==> src/verilog/usart_pkg.sv <==
// Package: register map, field positions, reset values and modes of the serial port
package usart_pkg;

    // =========================================================
    // Register offsets
    localparam logic [7:0] ctrl1_addr   = 8'hfa;
    localparam logic [7:0] ctrl2_addr   = 8'hfb;
    localparam logic [7:0] ctrl3_addr   = 8'hfc;
    localparam logic [7:0] status_addr  = 8'hfd;
    localparam logic [7:0] baud_addr    = 8'hfe;
    localparam logic [7:0] data_addr    = 8'hff;

    // =========================================================
    // Reset values
    localparam logic [7:0] ctrl_reset   = 8'h00;
    localparam logic [7:0] status_reset = 8'h80;
    localparam logic [7:0] baud_reset   = 8'hff;
    localparam logic [7:0] data_reset   = 8'hff;

    // =========================================================
    // Status bit positions
    localparam int st_empty = 7;
    localparam int st_txc   = 6;
    localparam int st_rxc   = 5;
    localparam int st_wake  = 4;
    localparam int st_srst  = 3;

    // =========================================================
    // Sampling rates and nine-bit frame length
    localparam logic [4:0] over_normal = 5'h10;
    localparam logic [4:0] over_double = 5'h08;
    localparam logic [3:0] size_nine   = 4'h9;

    // =========================================================
    // Operating modes
    typedef enum logic [1:0] {
        mode_async = 2'b00,
        mode_sync  = 2'b01,
        mode_rsvd  = 2'b10,
        mode_spi   = 2'b11
    } mode_e;

    // Control group 2
    typedef struct packed {
        logic buf_empty_irq_en;
        logic tx_done_irq_en;
        logic rx_done_irq_en;
        logic stop_wakeup_irq_en;
        logic transmitter_on;
        logic receiver_on;
        logic port_clock_enable;
        logic double_speed;
    } ctrl2_s;

    // Control group 3
    typedef struct packed {
        logic master;
        logic loopback_en;
        logic clock_gate_to_frame;
        logic slave_select_output_en;
        logic unused;
        logic two_stop_bits;
        logic tx_ninth_bit;
        logic rx_ninth_bit;
    } ctrl3_s;

    // Transmitter states
    typedef enum logic [1:0] {
        tx_idle  = 2'b00,
        tx_shift = 2'b01,
        tx_stop  = 2'b10
    } tx_state_e;

endpackage : usart_pkg

==> src/verilog/usart_control_status_regs.sv <==
// Serial port with control, status, baud divisor and data-port registers
`timescale 1ns/1ps

// Behaviour
// TX/RX-done flags raise interrupt when enabled
// Low receive line in stop mode wakes
// Transmitter and receiver run only when on; transmitter finishes a started frame after transmitter_on clears
// Module enable gates the whole port; wake flag still set while disabled
// Double speed halves async sampling factor
// Role bit selects clock pin direction
// Loopback bit routes transmit into receive
// Clock gating bit limits clock to frames
// SPI master drives slave select if enabled
// One or two stop bits sent
// Ninth transmit bit sent as MSB
// Received ninth bit shown in field
// Buffer empty flag resets one, write-zero clears
// Done flag set when shifter idle, buffer empty
// Receive flag held while unread data
// Wake flag set only in async mode
// Soft reset reinitialises port, self-clears
// Overrun flag set, frames dropped until read
// Framing error when first stop bit zero
// Parity error flagged when checking enabled
// Software never writes forbidden divisor values
// Data address writes transmit, reads receive
// Mode field: async 0, sync 1, SPI 3
// Async rate is clock over 16(div+1)
module usart_control_status_regs (
    input  wire logic       ref_clk,
    input  wire logic       reset,
    input  wire logic [7:0] addr,
    input  wire logic [7:0] wdata,
    input  wire logic       wr,
    input  wire logic       rd,
    output logic      [7:0] rdata,
    input  wire logic       stop_mode,
    input  wire logic       rxd,
    output logic            txd,
    input  wire logic       serial_clock_pin_in,
    output logic            serial_clock_pin_out,
    output logic            serial_clock_pin_oe,
    output logic            slave_select_out,
    output logic            slave_select_oe,
    output logic            tx_irq,
    output logic            rx_irq,
    output logic            wake_irq
);

    // =========================================================
    // Registers
    logic [7:0]          ctrl1;
    usart_pkg::ctrl2_s   ctrl2;
    usart_pkg::ctrl3_s   ctrl3;
    logic [7:0]          baud_divisor;
    logic [7:0]          tx_buf;
    logic                tx_buf_full;
    logic                tx_buf_ninth;
    logic                tx_buffer_empty;
    logic                tx_done_flag;
    logic                wake_flag;
    logic                port_soft_reset;
    logic [7:0]          rx_buf;
    logic                rx_buf_ninth;
    logic                rx_data_available;
    logic                overrun_flag;
    logic                framing_error;
    logic                parity_error;
    logic [1:0]          rxd_sync;
    logic [2:0]          sck_sync;
    logic                port_rst;
    logic                mode_sel_async;
    logic                on;
    logic                wr_data;
    logic                rd_data;

    assign port_rst       = reset | port_soft_reset;
    assign on             = ctrl2.port_clock_enable;
    assign mode_sel_async = (usart_pkg::mode_e'(ctrl1[7:6]) == usart_pkg::mode_async);
    assign wr_data        = wr & (addr == usart_pkg::data_addr);
    assign rd_data        = rd & (addr == usart_pkg::data_addr);

    // Pin synchronisers
    always_ff @(posedge ref_clk)
    begin
        if (reset)
        begin
            rxd_sync <= 2'b11;
            sck_sync <= 3'b000;
        end
        else
        begin
            rxd_sync <= {rxd_sync[0], rxd};
            sck_sync <= {sck_sync[1:0], serial_clock_pin_in};
        end
    end

    // =========================================================
    // Control registers
    always_ff @(posedge ref_clk)
    begin
        if (reset)
        begin
            ctrl1        <= usart_pkg::ctrl_reset;
            ctrl2        <= usart_pkg::ctrl2_s'(usart_pkg::ctrl_reset);
            ctrl3        <= usart_pkg::ctrl3_s'(usart_pkg::ctrl_reset);
            baud_divisor <= usart_pkg::baud_reset;
        end
        else if (wr)
        begin
            case (addr)
                usart_pkg::ctrl1_addr: ctrl1 <= wdata;
                usart_pkg::ctrl2_addr: ctrl2 <= usart_pkg::ctrl2_s'(wdata);
                usart_pkg::ctrl3_addr: ctrl3 <= usart_pkg::ctrl3_s'({wdata[7:4], 1'b0,
                                                wdata[2:1], ctrl3.rx_ninth_bit});
                usart_pkg::baud_addr:  baud_divisor <= wdata;
                default: ;
            endcase
        end
    end

    // Soft reset pulse, clears itself next cycle
    always_ff @(posedge ref_clk)
    begin
        if (reset)
            port_soft_reset <= 1'b0;
        else
            port_soft_reset <= wr & (addr == usart_pkg::status_addr)
                               & wdata[usart_pkg::st_srst];
    end

    // =========================================================
    // Baud tick: one tick per sample, samples per bit 16 or 8
    logic [7:0] baud_cnt;
    logic       samp_tick;
    logic [4:0] over;
    logic [4:0] tx_samp;
    logic       bit_tick;
    assign over = (ctrl2.double_speed && mode_sel_async) ? usart_pkg::over_double
                                                         : usart_pkg::over_normal;
    always_ff @(posedge ref_clk)
    begin
        if (port_rst || !on)
        begin
            baud_cnt  <= 8'h00;
            samp_tick <= 1'b0;
        end
        else
        begin
            samp_tick <= (baud_cnt == baud_divisor);
            baud_cnt  <= (baud_cnt == baud_divisor) ? 8'h00 : baud_cnt + 8'h01;
        end
    end

    // Bit period counter; a clocked slave steps on the pin's rising edges
    assign bit_tick = (!mode_sel_async && !ctrl3.master) ? (sck_sync[1] & !sck_sync[2])
                                                         : (samp_tick & (tx_samp == over - 5'h01));
    always_ff @(posedge ref_clk)
    begin
        if (port_rst || !on)
            tx_samp <= 5'h00;
        else if (samp_tick)
            tx_samp <= (tx_samp == over - 5'h01) ? 5'h00 : tx_samp + 5'h01;
    end

    // =========================================================
    // Transmitter
    usart_pkg::tx_state_e tx_state;
    logic [8:0]           tx_shreg;
    logic [3:0]           tx_bits;
    logic [3:0]           frame_len;
    logic                 stop_left;
    assign frame_len = (ctrl1[3:1] == 3'b111) ? usart_pkg::size_nine
                                              : {2'b00, ctrl1[2:1]} + 4'h5;
    always_ff @(posedge ref_clk)
    begin
        if (port_rst || !on)
        begin
            tx_state  <= usart_pkg::tx_idle;
            tx_shreg  <= 9'h1ff;
            tx_bits   <= 4'h0;
            stop_left <= 1'b0;
            txd       <= 1'b1;
        end
        else if (bit_tick)
        begin
            case (tx_state)
                usart_pkg::tx_idle:
                    if (tx_buf_full && ctrl2.transmitter_on)
                    begin
                        tx_shreg <= {tx_buf_ninth, tx_buf};
                        tx_bits  <= 4'h0;
                        txd      <= 1'b0;
                        tx_state <= usart_pkg::tx_shift;
                    end
                usart_pkg::tx_shift:
                begin
                    txd      <= tx_shreg[0] | (tx_bits == frame_len);
                    tx_shreg <= {1'b1, tx_shreg[8:1]};
                    tx_bits  <= tx_bits + 4'h1;
                    if (tx_bits == frame_len)
                    begin
                        tx_state  <= usart_pkg::tx_stop;
                        stop_left <= ctrl3.two_stop_bits;
                    end
                end
                usart_pkg::tx_stop:
                begin
                    txd <= 1'b1;
                    if (stop_left)
                        stop_left <= 1'b0;
                    else
                        tx_state <= usart_pkg::tx_idle;
                end
                default: tx_state <= usart_pkg::tx_idle;
            endcase
        end
    end

    // Transmit buffer and flags
    logic tx_load;
    logic tx_finish;
    assign tx_load   = bit_tick & (tx_state == usart_pkg::tx_idle) & tx_buf_full
                       & ctrl2.transmitter_on;
    assign tx_finish = bit_tick & (tx_state == usart_pkg::tx_stop) & !stop_left;
    always_ff @(posedge ref_clk)
    begin
        if (port_rst)
        begin
            tx_buf          <= usart_pkg::data_reset;
            tx_buf_full     <= 1'b0;
            tx_buf_ninth    <= 1'b0;
            tx_buffer_empty <= 1'b1;
            tx_done_flag    <= 1'b0;
        end
        else
        begin
            if (wr_data)
            begin
                tx_buf       <= wdata;
                tx_buf_ninth <= ctrl3.tx_ninth_bit;
                tx_buf_full  <= 1'b1;
            end
            else if (tx_load)
                tx_buf_full <= 1'b0;
            // Hardware set wins over software clear
            if (tx_load)
                tx_buffer_empty <= 1'b1;
            else if (wr_data || (wr && addr == usart_pkg::status_addr
                                 && !wdata[usart_pkg::st_empty]))
                tx_buffer_empty <= 1'b0;
            if (tx_finish && !tx_buf_full)
                tx_done_flag <= 1'b1;
            else if (wr && addr == usart_pkg::status_addr && !wdata[usart_pkg::st_txc])
                tx_done_flag <= 1'b0;
        end
    end

    // =========================================================
    // Receiver: samples counted from start edge, bit value at mid-point
    logic       rx_in;
    logic       rx_busy;
    logic [4:0] rx_samp;
    logic [3:0] rx_bits;
    logic [8:0] rx_shreg;
    logic       rx_par;
    logic       rx_done;
    assign rx_in = ctrl3.loopback_en ? txd : rxd_sync[1];
    always_ff @(posedge ref_clk)
    begin
        if (port_rst || !on || !ctrl2.receiver_on)
        begin
            rx_busy  <= 1'b0;
            rx_samp  <= 5'h00;
            rx_bits  <= 4'h0;
            rx_shreg <= 9'h000;
            rx_par   <= 1'b0;
            rx_done  <= 1'b0;
        end
        else
        begin
            rx_done <= 1'b0;
            if (!rx_busy)
            begin
                if (!rx_in)
                begin
                    rx_busy <= 1'b1;
                    rx_samp <= 5'h00;
                    rx_bits <= 4'h0;
                    rx_par  <= ctrl1[4];
                end
            end
            else if (samp_tick)
            begin
                rx_samp <= (rx_samp == over - 5'h01) ? 5'h00 : rx_samp + 5'h01;
                if (rx_samp == (over >> 1))
                begin
                    rx_bits <= rx_bits + 4'h1;
                    if (rx_bits == 4'h0 && rx_in)
                        rx_busy <= 1'b0;
                    else if (rx_bits != 4'h0 && rx_bits <= frame_len)
                    begin
                        rx_shreg <= {rx_in, rx_shreg[8:1]};
                        rx_par   <= rx_par ^ rx_in;
                    end
                    else if (rx_bits > frame_len)
                    begin
                        rx_busy <= 1'b0;
                        rx_done <= 1'b1;
                    end
                end
            end
        end
    end

    // Receive buffer and error flags
    logic [8:0] rx_aligned;
    logic       stop_ok;
    assign rx_aligned = rx_shreg >> (4'h9 - frame_len);
    assign stop_ok    = rx_in;
    always_ff @(posedge ref_clk)
    begin
        if (port_rst)
        begin
            rx_buf            <= usart_pkg::data_reset;
            rx_buf_ninth      <= 1'b0;
            rx_data_available <= 1'b0;
            overrun_flag      <= 1'b0;
            framing_error     <= 1'b0;
            parity_error      <= 1'b0;
        end
        else if (rx_done && rx_data_available)
            overrun_flag <= 1'b1;
        else if (rx_done && !overrun_flag)
        begin
            rx_buf            <= rx_aligned[7:0];
            rx_buf_ninth      <= rx_aligned[8];
            rx_data_available <= 1'b1;
            framing_error     <= !stop_ok;
            parity_error      <= ctrl1[5] & rx_par;
        end
        else if (rd_data)
        begin
            rx_data_available <= 1'b0;
            overrun_flag      <= 1'b0;
            framing_error     <= 1'b0;
            parity_error      <= 1'b0;
        end
    end

    // Wake flag, set wins over clear
    always_ff @(posedge ref_clk)
    begin
        if (port_rst)
            wake_flag <= 1'b0;
        else if (stop_mode && mode_sel_async && !rxd_sync[1])
            wake_flag <= 1'b1;
        else if (wr && addr == usart_pkg::status_addr && !wdata[usart_pkg::st_wake])
            wake_flag <= 1'b0;
    end

    // =========================================================
    // Clock and select pins in synchronous and SPI modes
    logic sync_mode;
    logic frame_active;
    assign sync_mode    = on && !mode_sel_async && ctrl3.master;
    assign frame_active = (tx_state != usart_pkg::tx_idle);
    always_ff @(posedge ref_clk)
    begin
        if (port_rst)
        begin
            serial_clock_pin_out <= 1'b0;
            serial_clock_pin_oe  <= 1'b0;
            slave_select_out     <= 1'b1;
            slave_select_oe      <= 1'b0;
        end
        else
        begin
            serial_clock_pin_oe <= sync_mode;
            if (sync_mode && (!ctrl3.clock_gate_to_frame || frame_active))
                serial_clock_pin_out <= (tx_samp >= (over >> 1));
            else
                serial_clock_pin_out <= ctrl1[0];
            slave_select_oe  <= sync_mode && ctrl3.slave_select_output_en
                                && (usart_pkg::mode_e'(ctrl1[7:6]) == usart_pkg::mode_spi);
            slave_select_out <= !frame_active;
        end
    end

    // =========================================================
    // Interrupt requests and read data
    always_ff @(posedge ref_clk)
    begin
        if (reset)
        begin
            tx_irq   <= 1'b0;
            rx_irq   <= 1'b0;
            wake_irq <= 1'b0;
            rdata    <= 8'h00;
        end
        else
        begin
            tx_irq   <= ctrl2.tx_done_irq_en & tx_done_flag;
            rx_irq   <= ctrl2.rx_done_irq_en & rx_data_available;
            wake_irq <= ctrl2.stop_wakeup_irq_en & wake_flag & stop_mode;
            if (rd)
            begin
                case (addr)
                    usart_pkg::ctrl1_addr:  rdata <= ctrl1;
                    usart_pkg::ctrl2_addr:  rdata <= ctrl2;
                    usart_pkg::ctrl3_addr:  rdata <= {ctrl3[7:1], rx_buf_ninth};
                    usart_pkg::status_addr: rdata <= {tx_buffer_empty, tx_done_flag,
                                                      rx_data_available, wake_flag, 1'b0,
                                                      overrun_flag, framing_error, parity_error};
                    usart_pkg::baud_addr:   rdata <= baud_divisor;
                    usart_pkg::data_addr:   rdata <= rx_buf;
                    default:                rdata <= 8'h00;
                endcase
            end
            else
                rdata <= 8'h00;
        end
    end

    // =========================================================
    // Assertions
    tx_irq_gate_a: assert property (@(posedge ref_clk) disable iff (reset)
        tx_irq |-> $past(ctrl2.tx_done_irq_en && tx_done_flag))
        else $error("tx irq without enabled flag");
    wake_async_a: assert property (@(posedge ref_clk) disable iff (reset)
        $rose(wake_flag) |-> $past(mode_sel_async && stop_mode))
        else $error("wake flag set outside async stop");
    srst_clear_a: assert property (@(posedge ref_clk) disable iff (reset)
        port_soft_reset |=> !port_soft_reset && tx_buffer_empty)
        else $error("soft reset not self clearing");
    empty_set_a: assert property (@(posedge ref_clk) disable iff (reset)
        tx_load |=> tx_buffer_empty)
        else $error("buffer empty not set on load");
    rx_avail_a: assert property (@(posedge ref_clk) disable iff (reset || port_soft_reset)
        rd_data && !rx_done |=> !rx_data_available)
        else $error("receive flag not cleared on read");
    clk_dir_a: assert property (@(posedge ref_clk) disable iff (reset)
        serial_clock_pin_oe |-> $past(ctrl3.master))
        else $error("clock driven as slave");
    ss_out_a: assert property (@(posedge ref_clk) disable iff (reset)
        slave_select_oe |-> $past(ctrl3.slave_select_output_en))
        else $error("select driven without enable");
    overrun_a: assert property (@(posedge ref_clk) disable iff (reset || port_soft_reset)
        rx_done && rx_data_available && !rd_data |=> overrun_flag && $stable(rx_buf))
        else $error("overrun not flagged");
    txd_off_a: assert property (@(posedge ref_clk) disable iff (reset)
        !on |=> txd)
        else $error("line active while port disabled");
    cov_tx_c:   cover property (@(posedge ref_clk) tx_finish);
    cov_rx_c:   cover property (@(posedge ref_clk) rx_done);
    cov_ovr_c:  cover property (@(posedge ref_clk) $rose(overrun_flag));
    cov_wake_c: cover property (@(posedge ref_clk) $rose(wake_irq));

endmodule : usart_control_status_regs

==> config.mk <==
export PLATFORM = sky130hd
export DESIGN_NAME = usart_control_status_regs
export DESIGN_NICKNAME = d
export VERILOG_FILES = /design/src/verilog/usart_pkg.sv /design/src/verilog/usart_control_status_regs.sv
export SDC_FILE = /design/constraint.sdc
export NUM_CORES = 1
export LEC_CHECK = 0
export BUFFER_PORTS_ARGS = -buffer_cell sky130_fd_sc_hd__buf_2
export CELL_PAD_IN_SITES_DETAIL_PLACEMENT = 1
export CELL_PAD_IN_SITES_GLOBAL_PLACEMENT = 1
export CORE_ASPECT_RATIO = 0.8
export CORE_MARGIN = 8
export CORE_UTILIZATION = 45
export CTS_CLUSTER_SIZE = 16
export DETAILED_ROUTE_END_ITERATION = 16
export PLACE_DENSITY_LB_ADDON = 0.3
export RECOVER_POWER = 25
export SETUP_SLACK_MARGIN = 0.5
export SYNTH_ARGS = -nofsm -noshare
export SYNTH_HDL_FRONTEND = slang
export SYNTH_SLANG_ARGS = --single-unit
==> constraint.sdc <==
create_clock -name ref_clk -period 3.1 [get_ports ref_clk]
set_input_delay 0.465 -clock ref_clk [delete_from_list [all_inputs] [get_ports ref_clk]]
set_output_delay 0.465 -clock ref_clk [all_outputs]
set_load 0.05 [all_outputs]
### Yosys cells after proc, flatten, opt, wreduce, memory -nomap -nowiden

Cells that the tools add are included.

| operators by class | value |
|---|---|
| $add $sub $neg | 8 |
| multiplexer cells | 53 |
| shifts and indexed selects | 1 |
| multipliers | 0 |
| bitwise gates (word level) | 25 |
| equality and inequality tests | 24 |
| magnitude comparators | 3 |
| reduce and logical (&&, ||, !) cells | 70 |
| div/mod/pow operators | 0 |

Operators by type and width:

| operator | number |
|---|---|
| 8-bit == test (second input constant) | 6 |
| 8-bit case mux with 6 select lines | 1 |
| 1-bit 2-to-1 mux | 31 |
| 5-bit 2-to-1 mux | 6 |
| 4-bit 2-to-1 mux | 6 |
| 1-bit logical AND | 19 |
| 9-bit case mux with 2 select lines | 1 |
| 1-bit bitwise AND | 16 |
| 2-bit AND reduction | 8 |
| 2-bit nonzero test | 8 |
| 1-bit zero test | 15 |
| 2-bit != test (second input constant) | 6 |
| 3-bit AND reduction | 4 |
| 5-bit by 1-bit adder with 5-bit output (second input constant) | 2 |
| 5-bit == test | 2 |
| 5-bit AND reduction | 2 |
| 9-bit 2-to-1 mux | 1 |
| 9-bit by 4-bit right shift with 9-bit output | 1 |
| 4-bit by 1-bit adder with 4-bit output (second input constant) | 2 |
| 8-bit by 1-bit adder with 8-bit output (second input constant) | 1 |
| 8-bit == test | 1 |
| 4-bit case mux with 2 select lines | 1 |
| 2-bit 2-to-1 mux | 3 |
| 2-bit by 1-bit != test with 1-bit output (second input constant) | 3 |
| 25 further kinds | 38 |

| word-level totals | value |
|---|---|
| memory bits (writable) | 0 |
| memories | 0 |
| output and inout bits | 16 |
| latch bits | 0 |
| register bits | 129 |
| memory bits (read-only) | 0 |

### Logic depth before layout (Yosys ltp)

| depth | value |
|---|---|
| word-level depth | 12 |
| mapped depth | 11 |
| gate-level depth less buffers | 9 |

### Worst setup path after synthesis

Ideal clock, no wire load.

| timing | value |
|---|---|
| path type | register -> register |
| start point | reg ctrl1[1] |
| end point | reg rx_shreg[0] |
| setup time | 72 ps |
| path buffers | 2 |
| arrival | 2202 ps |
| data required time | 3028 ps |
| slack | 826 ps |
| cell stages (with the launch flop) | 12 |
| path through | dfxtp_1 inv_1 ha_1 buf_6 inv_1 ha_1 and3_1 a21oi_1 a22o_1 and3_1 buf_6 mux2i_1 |

| on the way | value |
|---|---|
| longest elaborated chain between the ends | 5 |

RTL lines:

| element | line | RTL |
|---|---|---|
| start: declaration | usart_control_status_regs.sv:52 | `logic [7:0] ctrl1;` |
| start signal: assignment | usart_control_status_regs.sv:104 | `ctrl1 <= usart_pkg::ctrl_reset;` |
| start signal: assignment | usart_control_status_regs.sv:112 | `usart_pkg::ctrl1_addr: ctrl1 <= wdata;` |
| 2-bit by 3-bit adder with 4-bit output or 3-bit == test (tied branches) | usart_control_status_regs.sv:174, usart_control_status_regs.sv:173 |  |
| 4-bit 2-to-1 mux * | usart_control_status_regs.sv:173 | `assign frame_len = (ctrl1[3:1] == 3'b111) ? usart_pkg::size_nine` |
| 4-bit <= comparator * | usart_control_status_regs.sv:301 | `else if (rx_bits != 4'h0 && rx_bits <= frame_len)` |
| 1-bit logical AND * | usart_control_status_regs.sv:301 |  |
| 5-bit AND reduction (no source line) * | - |  |
| end signal: assignment | usart_control_status_regs.sv:303 | `rx_shreg <= {rx_in, rx_shreg[8:1]};` |
| end: declaration | usart_control_status_regs.sv:265 | `logic [8:0] rx_shreg;` |

Every way passes the cells marked *; elsewhere a longest branch is shown, timed or not.
A chain may end at the register's enable or synchronous reset.

### Final worst setup path

| timing | value |
|---|---|
| start point | reg ctrl1[2] |
| end point | reg rx_done |

| on the way | value |
|---|---|
| longest elaborated chain between the ends | 5 |

RTL lines:

| element | line | RTL |
|---|---|---|
| 2-bit by 3-bit adder with 4-bit output or 3-bit == test (tied branches) | usart_control_status_regs.sv:174, usart_control_status_regs.sv:173 |  |
| 4-bit 2-to-1 mux * | usart_control_status_regs.sv:173 |  |
| 4-bit <= comparator | usart_control_status_regs.sv:301 |  |
| 1-bit logical AND | usart_control_status_regs.sv:301 |  |
| 6-bit OR reduction (no source line) | - |  |
| end signal: assignment | usart_control_status_regs.sv:278 | `rx_done <= 1'b0;` |
| end signal: assignment | usart_control_status_regs.sv:282 | `rx_done <= 1'b0;` |
| end signal: assignment | usart_control_status_regs.sv:309 | `rx_done <= 1'b1;` |
| end: declaration | usart_control_status_regs.sv:267 | `logic rx_done;` |

Marked as above.

==> flow_metrics.tcl <==
set metrics [dict create \
    final_common_cell "dfxtp_1" \
    yosys.area.top_type "dfxtp_1" \
    pwr_density_cell_mw_per_mm2 565 \
    syn-num-nets 720 \
    final.period_utilization 0.774 \
    grt_pass1_wl_um 29600 \
    hold_viol 0 \
    cp.required_ns 3.39 \
    fin_skew_ns 0.0111 \
    fillers 1526 \
    ys_top_cells_by_area "dfxtp_1, mux2i_1, nand2_1, nor2_1, ha_1" \
    num_vias 5212 \
    wl_per_cell_um 20.4 \
    hp-class "in -> reg" \
    reg2reg_to "rx_done" \
    ys_types 63 \
    peakVddDrop_mv 0.437 \
    antenna_found_initial 0 \
    worst_ep_arrival_time_ns 2.69 \
    setup_viol_count_final 0 \
    synthesis.instances 676 \
    worstSetupPathType "reg -> reg" \
    ctsHtreeMaxLevel 4 \
    setup_tns_ns 0 \
    rsz0062_at_grt "no" \
    ant_nets 0 \
    grt_use_total 0.211 \
    area_growth_pct 15.4 \
    synth_flop_cell "dfxtp_1" \
    cts_tree "yes" \
    cts_buffers 17 \
    leakage_nw 2.76 \
    path_clk_slew_ns 0.06 \
    grt_max_degree 44 \
    portBuffers 38 \
    synthArstFlopShare 0 \
    slew_viol_final 0 \
    hpwlAfterDp_um 13100 \
    totalPowerFinal_w 0.00402 \
    fin_crit_ns 2.40 \
    r2r_cells 9 \
    die-width_um 147 \
    cp-start-kind "flop" \
    cap_violations 0 \
    cp-end-kind "flop" \
    ys_seq_elements 129 \
    fin_util 0.529 \
    tightest_slew_ns 1.16 \
    max_freq_mhz 417 \
    worst-path-max-fanout 6 \
    clock_latency_ns 0.44 \
    grt-ovfl-total 0 \
    layout_common_cells "dfxtp_1, nand2_1, nor2_1, mux2i_1, nand3_1" \
    n_antenna_cell 0 \
    synth.top_cell.area_share 0.419 \
    ys_warn_count 0 \
    grt_pass1_vias 5565 \
    clock_sinks 129 \
    min_to "rxd_sync[0]" \
    clk_path_buf_depth 2 \
    core-area_mm2 0.0135 \
    ios 39 \
    fp.dieH_um 121 \
    drive_above_1_share 0.119 \
    r2r-start "ctrl1[2]" \
    die_area_mm2 0.0177 \
    globalplace.congestion 0.888 \
    drc_errors 0 \
    ys_seq_area_frac 0.419 \
    start_util 0.458 \
    synth_area_mm2 0.00617 \
    syn_area_per_cell_um2 9.12 \
    wl_um 18400 \
    synth_edf_count 0 \
    rows 38 \
    slew_headroom 0.228 \
    outcome "complete, no violations" \
    r2r_slack_ns 0.70 \
    drt_pass1_iterations 4 \
    drt_iter0_markers 368 \
    worst_hold_startpoint "rxd" \
    hold-path-cell-count 2 \
    vias_per_cell 5.78 \
    clock_tree.root_cell "clkbuf_16" \
    nets 753 \
]
==> report_power, final <==
part           switching [W]  internal (W)  total (W)
clock               0.000791       0.00147    0.00226
combinational      0.0000663     0.0000326  0.0000990
sequential        0.00000267       0.00166    0.00167
total               0.000860       0.00316    0.00402
==> final cells by class <==
class | count | area (µm²) | area share
Multi-Input combinational cell | 488 | 3310 | 0.464
Sequential cell | 129 | 2580 | 0.363
Clock inverter | 13 | 209 | 0.0293
Inverter | 24 | 90.1 | 0.0127
Clock buffer | 19 | 453 | 0.0636
Timing Repair Buffer | 49 | 253 | 0.0355
Tap cell | 180 | 225 | 0.0316
==> logic make-up after synthesis <==
family,after synthesis,synth area share
and+or+nand+nor,245,0.196
AOI/OAI and AO/OA,129,0.146
DFF,129,0.419
muxes,64,0.109
buffers and inverters,60,0.0479
xor gates and xnor gates,28,0.0398
adders and majority gates,21,0.0426
==> how the worst max path moves through the flow <==
stage	from	to	slack, ns	cells after the start
global route	ctrl1[2]	rx_shreg[4]	0.55	9
detailed placement	ctrl1[1]	rx_shreg[4]	0.41	9
floorplan	ctrl1[1]	rx_shreg[0]	0.83	11
finish	ctrl1[2]	rx_done	0.70	9
CTS	ctrl1[1]	rx_shreg[4]	0.56	9
global placement	ctrl1[1]	rx_shreg[7]	0.65	9
==> critical path: stages, from the launching register on <==
cell	delay, ns
dfxtp_1	0.40
inv_1	0.07
ha_1	0.29
inv_1	0.11
ha_1	0.29
and3_1	0.22
a21oi_2	0.09
a22o_1	0.25
buf_4	0.15
nor3_1	0.39
==> synth_stat cells (all sizes together) (18+ instances only) <==
library cell and count:
inv 24, nor2 71, buf 21, xor2 20, a21oi 25, o211ai 18
dfxtp 129, mux2i 60, ha 21, nand2 71, nand3 29, o21ai 23
==> layer usage <==
metal | part of all wire | GRT usage | vias to the layer above
met2 | 0.46 | 0.341 | 124
met4 | 0.018 | 0.0807 | 0
met1 | 0.47 | 0.271 | 2603
li1 | - | - | 2457
met3 | 0.051 | 0.0493 | 28
met5 | 0 | 0 | -
==> timing repair <==
item	4_1_cts	5_1_grt
pin swaps	0	1
buffers inserted	0	1
hold buffers	0	0
endpoints found under the setup margin	9	9
cloned	0	1
gates resized for setup	1	3
==> sequential cells by signal (all words and copies together), names as in the netlist, 5 cells and up <==
name          cells
rx_samp           5
rx_buf            8
ctrl3             6
ctrl2             7
ctrl1             8
rdata             8
tx_samp           5
tx_shreg          9
tx_buf            8
rx_shreg          9
baud_cnt          8
baud_divisor      8
==> metrics by stage <==
step	instances	setup slack, ns	area (µm²)	hold slack [ns]
after global routing	902	0.549	7120	0.211
final	902	0.700	7120	0.209
after global placement	868	0.650	6450	0.398
after floorplan	676	0.826	6170	0.389
after detailed placement	868	0.411	6450	0.416
after CTS	900	0.561	7120	0.202
Power figures use the tool's default switching activity.
